## config.mk

```make
export PLATFORM = sky130hd
export DESIGN_NAME = cgsb_config_bytes
export DESIGN_NICKNAME = d
export VERILOG_FILES = /design/src/cgsb_pkg.sv /design/src/cgsb_config_bytes.sv
export SDC_FILE = /design/constraint.sdc
export NUM_CORES = 1
export LEC_CHECK = 0
export ABC_AREA = 1
export BUFFER_PORTS_ARGS = -buffer_cell sky130_fd_sc_hd__buf_2
export CAP_MARGIN = 20
export CORE_ASPECT_RATIO = 0.8
export CORE_MARGIN = 3
export CORE_UTILIZATION = 30
export CTS_BUF_LIST = sky130_fd_sc_hd__clkbuf_4
export DETAILED_ROUTE_END_ITERATION = 10
export PLACE_DENSITY = 0.49
export SETUP_SLACK_MARGIN = 0.1
export SYNTH_ARGS = -nofsm -noshare
export SYNTH_HDL_FRONTEND = slang
export SYNTH_SLANG_ARGS = --single-unit
```

## constraint.sdc

```tcl
create_clock -name clk_sys -period 73.6 [get_ports clk_sys]
set_input_delay 3.68 -clock clk_sys [delete_from_list [all_inputs] [get_ports clk_sys]]
set_output_delay 3.68 -clock clk_sys [all_outputs]
set_load 0.05 [all_outputs]
```

## src/cgsb_pkg.sv

```systemverilog
// Purpose: Shared constants and types for the clock generator config bytes 7 to 14
// Assumes: Byte-wide register access from an SMBus protocol engine
// Notes:   Offsets are byte addresses as seen by the protocol engine
package cgsb_pkg;

  // Register byte offsets
  localparam logic [7:0] CGSB_OFS_IDENT      = 8'h07;
  localparam logic [7:0] CGSB_OFS_READBACK   = 8'h08;
  localparam logic [7:0] CGSB_OFS_DRIVE_GFX  = 8'h09;
  localparam logic [7:0] CGSB_OFS_MN_REF     = 8'h0a;
  localparam logic [7:0] CGSB_OFS_DIV_UPPER  = 8'h0b;
  localparam logic [7:0] CGSB_OFS_FB_LOW     = 8'h0c;
  localparam logic [7:0] CGSB_OFS_SPREAD_LOW = 8'h0d;
  localparam logic [7:0] CGSB_OFS_SPREAD_HI  = 8'h0e;

  // Field positions
  localparam int CGSB_POS_REV_LSB    = 4;
  localparam int CGSB_POS_THIRD_REF  = 7;
  localparam int CGSB_POS_USB1       = 6;
  localparam int CGSB_POS_USB0       = 5;
  localparam int CGSB_POS_GFX_LSB    = 0;
  localparam int CGSB_POS_MN_EN      = 7;
  localparam int CGSB_POS_SECOND_REF = 6;
  localparam int CGSB_POS_FIRST_REF  = 5;
  localparam int CGSB_POS_FB_BIT8    = 7;
  localparam int CGSB_POS_FB_BIT9    = 6;
  localparam int CGSB_POS_REFDIV_LSB = 0;

  // Reset values
  localparam logic [7:0]  CGSB_RST_READBACK = 8'h09;
  localparam logic        CGSB_RST_DRIVE    = 1'h1;
  localparam logic [3:0]  CGSB_RST_GFX_SEL  = 4'h0;
  localparam logic        CGSB_RST_MN_EN    = 1'h0;
  localparam logic [14:0] CGSB_RST_SPREAD   = 15'h0000;

  // VCO arithmetic: reference in kHz and divider offsets
  localparam logic [23:0] CGSB_REF_CLK_KHZ = 24'h0037ee;
  localparam logic [23:0] CGSB_FB_OFFSET   = 24'h000008;
  localparam logic [6:0]  CGSB_REF_OFFSET  = 7'h02;

  // Default divider table, {feedback[9:0], reference[5:0]}, indexed by strap
  localparam logic [15:0] CGSB_DIV_ROM [0:7] = '{
    16'h3004, 16'h3204, 16'h3404, 16'h3604,
    16'h3804, 16'h3a04, 16'h3c04, 16'h3e04
  };

  // Register access request from the protocol engine
  typedef struct packed {
    logic       wr;
    logic       rd;
    logic [7:0] addr;
    logic [7:0] wdata;
  } cgsb_req_type;

endpackage

```

## src/cgsb_config_bytes.sv

```systemverilog
// Purpose: Config register bytes 7 to 14 of the clock generator control bank
// Assumes: Protocol engine presents one byte access per cycle, synchronous to clk_sys
// Notes:   Divider fields load from the strap-indexed table one cycle after reset release
//          Dividers reach the PLL one edge after their source bytes change
`timescale 1ns/1ns
module cgsb_config_bytes #(
  parameter logic [3:0] REVISION_CODE = 4'h5,  // Arbitrary value
  parameter logic [3:0] MAKER_CODE    = 4'ha,  // Arbitrary value
  parameter int         STRAP_WIDTH   = 3      // Width of the frequency strap
) (
  input  wire logic                    clk_sys,
  input  wire logic                    rst_n,
  // Byte access from the protocol engine
  input  wire cgsb_pkg::cgsb_req_type  req,
  input  wire logic [STRAP_WIDTH-1:0]  fs_strap,
  // Read answer
  output logic [7:0]                   rdata,
  output logic                         rdata_valid,
  // Register contents
  output logic [7:0]                   readback_len,
  output logic                         third_ref_drive_sel,
  output logic                         usb_clk1_drive_sel,
  output logic                         usb_clk0_drive_sel,
  output logic [3:0]                   gfx_clk_freq_sel,
  output logic                         mn_prog_enable,
  output logic                         second_ref_drive_sel,
  output logic                         first_ref_drive_sel,
  // Effective dividers and derived frequency
  output logic [9:0]                   cpu_fb_div,
  output logic [5:0]                   cpu_ref_div,
  output logic [23:0]                  vco_freq_khz,
  output logic [14:0]                  spread_code,
  output logic                         div_loaded
);
  import cgsb_pkg::*;

  // Table index width is fixed by the table depth
  // Wider strap widths would index past the eight-entry table
  generate
    if (STRAP_WIDTH != 3) begin : g_bad_strap
      $error("STRAP_WIDTH must be 3");
    end
  endgenerate

  // Divider state: the programmed copy tracks bytes 11 and 12, the power-up
  // copy keeps the strap-table entry so clearing the enable falls back to it
  logic [9:0]  fb_div_prog;    // Feedback divider as programmed
  logic [5:0]  ref_div_prog;   // Reference divider as programmed
  logic [9:0]  fb_div_pwrup;   // Feedback divider from power-up table
  logic [5:0]  ref_div_pwrup;  // Reference divider from power-up table
  logic        load_pending;   // Table load still owed after reset
  logic [15:0] rom_word;       // Table entry picked by the strap
  logic [23:0] vco_numer;      // Reference times (N + 8)
  logic [6:0]  vco_denom;      // M + 2
  logic        wr_ok;          // Write accepted this cycle

  // Table lookup, write qualifier and VCO arithmetic
  // Writes in the load cycle are dropped so the table load cannot be torn
  // Numerator stays in 24 bits: 14318 x (1023 + 8) still fits
  assign rom_word  = CGSB_DIV_ROM[fs_strap];
  assign wr_ok     = req.wr && !load_pending;
  assign vco_numer = 24'(CGSB_REF_CLK_KHZ * (24'(fb_div_prog) + CGSB_FB_OFFSET));
  assign vco_denom = 7'(ref_div_prog) + CGSB_REF_OFFSET;

  // Read-back length register
  always_ff @(posedge clk_sys) begin
    if (!rst_n) begin
      // Nine bytes returned after power-up
      readback_len <= CGSB_RST_READBACK;
    end else if (wr_ok && req.addr == CGSB_OFS_READBACK) begin
      // Every bit is writable; this byte has no reserved bits
      readback_len <= req.wdata;
    end
  end

  // Byte 9: output strengths and graphics frequency select
  // Drive strength: 0 selects single, 1 selects double
  always_ff @(posedge clk_sys) begin
    if (!rst_n) begin
      // All three outputs start at double strength
      third_ref_drive_sel <= CGSB_RST_DRIVE;
      usb_clk1_drive_sel  <= CGSB_RST_DRIVE;
      usb_clk0_drive_sel  <= CGSB_RST_DRIVE;
      gfx_clk_freq_sel    <= CGSB_RST_GFX_SEL;
    end else if (wr_ok && req.addr == CGSB_OFS_DRIVE_GFX) begin
      // Bit 4 is reserved and never stored
      third_ref_drive_sel <= req.wdata[CGSB_POS_THIRD_REF];
      usb_clk1_drive_sel  <= req.wdata[CGSB_POS_USB1];
      usb_clk0_drive_sel  <= req.wdata[CGSB_POS_USB0];
      gfx_clk_freq_sel    <= req.wdata[CGSB_POS_GFX_LSB +: 4];
    end
  end

  // Byte 10: divider programming enable and reference strengths
  // The enable only steers which divider set leaves the block
  always_ff @(posedge clk_sys) begin
    if (!rst_n) begin
      // Programming disabled, both references at double strength
      mn_prog_enable       <= CGSB_RST_MN_EN;
      second_ref_drive_sel <= CGSB_RST_DRIVE;
      first_ref_drive_sel  <= CGSB_RST_DRIVE;
    end else if (wr_ok && req.addr == CGSB_OFS_MN_REF) begin
      // Bits 4:0 are reserved and never stored
      mn_prog_enable       <= req.wdata[CGSB_POS_MN_EN];
      second_ref_drive_sel <= req.wdata[CGSB_POS_SECOND_REF];
      first_ref_drive_sel  <= req.wdata[CGSB_POS_FIRST_REF];
    end
  end

  // Divider fields: table load once after reset, then software writes
  // The power-up copy is written only here, so later writes never touch it
  always_ff @(posedge clk_sys) begin
    if (!rst_n) begin
      // Zero until the strap-table entry is loaded
      load_pending  <= 1'h1;
      fb_div_prog   <= 10'h000;
      ref_div_prog  <= 6'h00;
      fb_div_pwrup  <= 10'h000;
      ref_div_pwrup <= 6'h00;
    end else if (load_pending) begin
      // Strap sampled after release, never under reset
      load_pending  <= 1'h0;
      fb_div_prog   <= rom_word[15:6];
      ref_div_prog  <= rom_word[5:0];
      fb_div_pwrup  <= rom_word[15:6];
      ref_div_pwrup <= rom_word[5:0];
    end else if (wr_ok && req.addr == CGSB_OFS_DIV_UPPER) begin
      // Byte 11: bit 7 is N[8], bit 6 is N[9], bits 5:0 are M
      fb_div_prog[8] <= req.wdata[CGSB_POS_FB_BIT8];
      fb_div_prog[9] <= req.wdata[CGSB_POS_FB_BIT9];
      ref_div_prog   <= req.wdata[CGSB_POS_REFDIV_LSB +: 6];
    end else if (wr_ok && req.addr == CGSB_OFS_FB_LOW) begin
      // Byte 12: low eight bits of N
      fb_div_prog[7:0] <= req.wdata;
    end
  end

  // Spread code, low byte and upper seven bits
  // The two bytes are written independently, with no shadow copy
  always_ff @(posedge clk_sys) begin
    if (!rst_n) begin
      // No spread programmed after reset
      spread_code <= CGSB_RST_SPREAD;
    end else if (wr_ok && req.addr == CGSB_OFS_SPREAD_LOW) begin
      // Byte 13: code bits 7:0
      spread_code[7:0] <= req.wdata;
    end else if (wr_ok && req.addr == CGSB_OFS_SPREAD_HI) begin
      // Byte 14: bit 7 reserved, bits 6:0 are code bits 14:8
      spread_code[14:8] <= req.wdata[6:0];
    end
  end

  // Dividers handed to the PLL: programmed only while enabled
  // One register stage, so the PLL sees a change one edge after its source
  always_ff @(posedge clk_sys) begin
    if (!rst_n) begin
      // Nothing reaches the PLL before the table load
      cpu_fb_div  <= 10'h000;
      cpu_ref_div <= 6'h00;
      div_loaded  <= 1'h0;
    end else begin
      // Enable picks the programmed set, otherwise the strap-table entry
      cpu_fb_div  <= mn_prog_enable ? fb_div_prog : fb_div_pwrup;
      cpu_ref_div <= mn_prog_enable ? ref_div_prog : ref_div_pwrup;
      div_loaded  <= !load_pending;
    end
  end

  // VCO frequency from the values held in bytes 11 and 12
  // Follows the byte contents whether or not programming is enabled
  always_ff @(posedge clk_sys) begin
    if (!rst_n) begin
      // Zero only under reset; the load cycle still divides the zeroed dividers
      vco_freq_khz <= 24'h000000;
    end else begin
      // Floor division; the denominator is never below two
      vco_freq_khz <= 24'(vco_numer / {17'h00000, vco_denom});
    end
  end

  // Read data: one cycle after the read request
  // A read and a write in one cycle return the old value
  always_ff @(posedge clk_sys) begin
    if (!rst_n) begin
      // No answer pending after reset
      rdata       <= 8'h00;
      rdata_valid <= 1'h0;
    end else begin
      // Valid follows every read request by exactly one edge
      rdata_valid <= req.rd;
      if (req.rd) begin
        // Data holds between reads so a late sampler still sees it
        case (req.addr)
          // Identity byte is a constant; writes never reach it
          CGSB_OFS_IDENT:      rdata <= {REVISION_CODE, MAKER_CODE};
          CGSB_OFS_READBACK:   rdata <= readback_len;
          CGSB_OFS_DRIVE_GFX:  rdata <= {third_ref_drive_sel, usb_clk1_drive_sel, usb_clk0_drive_sel,
                                         1'h0, gfx_clk_freq_sel};
          CGSB_OFS_MN_REF:     rdata <= {mn_prog_enable, second_ref_drive_sel, first_ref_drive_sel,
                                         5'h00};
          // Byte 11 packs N[8] above N[9], as it is written
          CGSB_OFS_DIV_UPPER:  rdata <= {fb_div_prog[8], fb_div_prog[9], ref_div_prog};
          CGSB_OFS_FB_LOW:     rdata <= fb_div_prog[7:0];
          CGSB_OFS_SPREAD_LOW: rdata <= spread_code[7:0];
          CGSB_OFS_SPREAD_HI:  rdata <= {1'h0, spread_code[14:8]};
          default:             rdata <= 8'h00;  // Unmapped bytes read zero
        endcase
      end
    end
  end

endmodule

```

After elaboration in Yosys (flattened, before gate mapping)
Memory sizes are Yosys's and may differ from the RTL's.
Cells that the tools add are included.
Storage, ports and cells
  bits in registers: 116
  bits in latches: 0
  bits in writable memories: 0
  bits in read-only memories: 128
  output and inout bits: 83
  memories kept: 1
Memories
  (no name shown): depth 8, width 16, rd ports 1, clocked after memory_dff 0, wr ports 0, RTL line cgsb_config_bytes.sv:60  | assign rom_word = CGSB_DIV_ROM[fs_strap];
Operators by class
  add/subtract/negate cells: 2
  multipliers: 1
  div/mod/pow operators: 1
  magnitude comparators: 1
  equality and inequality tests: 9
  shift-type cells: 0
  multiplexer cells: 12
  bitwise logic cells: 2
  reductions and logical operators: 13
Operators with widths (count)
  $pmux W8 S8: 1
  $eq A8 B4 Y1 const B: 7
  $mux W16: 2
  $div A24 B7 Y24: 1
  $mul A13 B11 Y23 const A: 1
  $mux W10: 2
  $mux W6: 3
  $mux W8: 2
  $add A10 B4 Y11 const B: 1
  $eq A8 B3 Y1 const B: 1
  $logic_and A1 B1 Y1: 8
  $add A6 B2 Y7 const B: 1
  $ge A4 B4 Y1 const B: 1
  $not A3 Y4: 1
  $reduce_and A2 Y1: 2
  $reduce_bool A2 Y1: 2
  $mux W2: 1
  $ne A2 B2 Y1 const B: 1
  $logic_not A1 Y1: 1
  $mux W1: 1
  $not A1 Y1: 1

Depth between registers and ports, before layout
  depth after elaboration: 6
  depth in mapped cells: 365
  depth with buffers taken out: 342

Worst setup path before layout
Ideal clock, no wire load.
  kind: register to register
  start point: register fb_div_prog[3]
  end point: register vco_freq_khz[0]
  setup time: 0.125 ns
  arrival: 48.771 ns
  required time: 73.475 ns
  slack: 24.704 ns
  cell stages (with the launch flop): 343
  path through: dfxtp_1 -> ha_1 -> nand3_1 -> nor2_1 -> inv_1 -> nor2_1 -> xor2_1 -> inv_1 -> ha_1 -> inv_1 -> ha_1 -> inv_1 -> fa_1 -> fa_1 -> fa_1 -> fa_1 -> inv_1 -> ha_1 -> [307 not listed] -> nor2_1 -> nand3_1 -> nor2_2 -> clkbuf_4 -> nand2_1 -> o31ai_1 -> ha_1 -> a21oi_1 -> o21ai_0 -> a21o_1 -> a21oi_1 -> o21bai_1 -> a21oi_1 -> nand3_2 -> nor2_2 -> nand3_1 -> nor2_1 -> nor2_1
Between the ends
  word-level cells in the longest chain between the ends: 3
RTL lines
  start: declaration: RTL line cgsb_config_bytes.sv:47  | logic [9:0] fb_div_prog;
  start signal: assignment: RTL line cgsb_config_bytes.sv:123  | fb_div_prog <= rom_word[15:6];
  start signal: assignment: RTL line cgsb_config_bytes.sv:134  | fb_div_prog[7:0] <= req.wdata;
  $add A10 B4 Y11: RTL line cgsb_config_bytes.sv:62  | assign vco_numer = 24'(CGSB_REF_CLK_KHZ * (24'(fb_div_prog) + CGSB_FB_OFFSET));
  $mul A13 B11 Y23: RTL line cgsb_config_bytes.sv:62
  $div A24 B7 Y24: RTL line cgsb_config_bytes.sv:177  | vco_freq_khz <= 24'(vco_numer / {17'h00000, vco_denom});
  end signal: assignment: RTL line cgsb_config_bytes.sv:177
  end: declaration: RTL line cgsb_config_bytes.sv:31  | output logic [23:0] vco_freq_khz,
No other way between the ends.
A chain may end at the register's enable or synchronous reset.

Final worst setup path
Ends and elaborated chain as after synthesis.

==> impl_results.md <==
* Status: complete, no violations
* Ys Warns at 0
* Slowest stage delay, CP at 0.62 ns
* CP Data Required Time at 74.00 ns
* Register area share after synthesis at 0.105
* Worst reg2reg endpoint: vco_freq_khz[0]
* Post-route ant nets at 0
* Largest net degree at the start of global routing at 49
* Mapped Nets at 3,339
* Synth async-reset ratio at 0
* Critical Path AT at 55.32 ns
* CTS Hold Bufs at 0
* Library cells used by synthesis at 69
* Core area at 64,700 sq um
* Cell Area, Synth at 19,800 sq um
* Maxcap violations at 0
* GPL Wtd Cong at 0.866
* Root buffer cell: clkbuf_4
* Total CTS buffers at 9
* R2r setup slk at 18.68 ns
* Vias at 18,500
* Slew of the pin with the lowest slew margin at 0.806 ns
* CP endpoint kind: flip-flop
* Fillers at 7,156
* WHS Path Cells at 2
* Seq. cell area at 2080 sq um
* Setup-failing EPs final at 0
* H-tree levels at 3
* Fin. max-slew vios at 0
* Slew HR at 0.458
* Max clock buf depth at 2
* Starting Density at 0.306
* Drt total wl at 54,900 microns
* Synth area leaders: ha_1, nand2_1, dfxtp_1, inv_1, fa_1
* Share of layout cells above drive strength 1 at 0.152
* Row Count at 83
* Nets at 3,415
* Post-Syn Instances at 3,042
* Multi-input gate area at 15,300 sq um
* Synth area leader: ha_1
* DR iter-0 viols at 1,048
* Most common cell in the netlist: nand2_1
* Vias in the first global route at 17,700
* Hpwl dp at 45,900 microns
* First-pass GRT wire length at 91,000 microns
* Post-CTS Resized at 0
* Area Overhead vs Synth at 7.39%
* Gr ovfl total at 0
* Global Route Usage Sum at 0.158
* Final hold viol count at 0
* Worst path slowest cell: a221oi_1
* CTS tree: done
* Final Cycle Share at 0.746
* FF+latch count, synth at 104
* Number of enable flip-flop cells after synthesis at 0
* Post-CTS Repair Setup Buffers at 0
* Commonest cells post-synth: nand2_1, inv_1, nor2_1
* Sink Count at 104
* HP Class: reg -> reg
* Worst Clk Skew at 0.0392 ns
* Worst Setup Path Type: reg -> reg
* Die area at 69,100 sq um
* Tmin final at 54.92 ns
* Vias per inst at 4.65
* Max FO, Critical Path at 26
* Worst min-delay path startpoint: fb_div_pwrup[6]
* R2r worst-path depth at 320
* 1st-pass router iterations at 5
* Synth top area share at 0.135
* Top FF cell, synth: dfxtp_1
* Crit path top cell by count: nand2_1
* Worst R2R Start: fb_div_prog[3]
* Initial antenna violation count at 1
* Clk pin slew, worst setup/hold paths at 0.17 ns
* Synth Area per Inst at 6.51 sq um
* Startpoint types: flip-flop
* Die width at 293 microns
* Die Ht at 236 microns
* Worst hold endpoint: fb_div_pwrup[6]
* Peak Freq at 18.2 MHz
* Routed len/inst at 13.8 microns
* Residual DRC at 0
* Later-pin clock latency in the skew report at 0.53 ns
* Buffers on Ports at 105
* TNS Setup at 0 ns
* I/O pin cnt at 106
* Unrepaired setup endpoints after global routing: no
[registers in the layout, indices dropped and copies added, names as in the netlist, 4 cells and up]
register / count
rdata: 8
spread_code: 15
fb_div_prog: 10
cpu_fb_div: 10
gfx_clk_freq_sel: 4
vco_freq_khz: 24
ref_div_prog: 6
readback_len: 8
cpu_ref_div: 6
fb_div_pwrup: 4
[metal layers]
metal	vias to the layer above	share of wire	routed length [microns]	track usage
li1	9959	-	-	-
met1	8278	0.55	30300	0.241
met2	221	0.41	22600	0.246
met3	28	0.030	1670	0.0167
met4	0	0.0069	381	0.0178
met5	-	0	0	0
[critical path, delay by kind of cell, from the launching register on]
kind                       cells  cell delay [ns]
buffers and inverters         48             5.57
AOI/OAI and AO/OA            106            19.16
xor gates and xnor gates       2             0.31
DFF                            1             0.50
adders and majority gates     32            11.14
and+or+nand+nor              132            18.03
[area by class of cell]
type | count | area share
Antenna cell | 3 | 0.000353
Clock buffer | 9 | 0.00318
Clock inverter | 6 | 0.00371
Inverter | 535 | 0.0964
Multi-Input combinational cell | 2353 | 0.720
Sequential cell | 104 | 0.0979
Tap cell | 850 | 0.0500
Timing Repair Buffer | 115 | 0.0282
[layout by cell type, fill, tap and decap left out, types with 81 or more instances in the layout]
cell type,n
nand2_1,706
inv_1,484
nor2_1,254
ha_1,213
nand3_1,169
o21ai_0,155
a21oi_1,135
buf_2,105
dfxtp_1,104
nand2_2,81
[cell families after synthesis]
logic type | synth area share
and+or+nand+nor | 0.395
buffers and inverters | 0.122
AOI/OAI and AO/OA | 0.128
adders and majority gates | 0.196
xor gates and xnor gates | 0.0531
DFF | 0.105
[worst max-delay path by stage]
stage	cells past startpoint	startpoint	endpoint
finish	320	fb_div_prog[3]	vco_freq_khz[0]
global route	323	fb_div_prog[3]	vco_freq_khz[0]
CTS	321	fb_div_prog[3]	vco_freq_khz[0]
detailed placement	321	fb_div_prog[3]	vco_freq_khz[0]
global placement	319	fb_div_prog[3]	vco_freq_khz[0]
floorplan	342	fb_div_prog[3]	vco_freq_khz[0]
[per-stage QoR]
step / setup WS, ns / hold slack, ns / utilization / cell area [sq um] / cells
6_report: 18.68 / 0.457 / 0.329 / 21300 / 3975
5_1_grt: 11.68 / 0.478 / 0.329 / 21300 / 3974
4_1_cts: 18.73 / 0.457 / 0.329 / 21300 / 3972
3_5_place_dp: 18.96 / 0.435 / 0.326 / 21100 / 3957
3_3_place_gp: 20.03 / 0.438 / 0.326 / 21100 / 3957
2_1_floorplan: 24.70 / 0.423 / - / 19800 / 3042
Power is not shown: default switching activity piles up to over one toggle a cycle in this logic, so the estimate is an artifact.
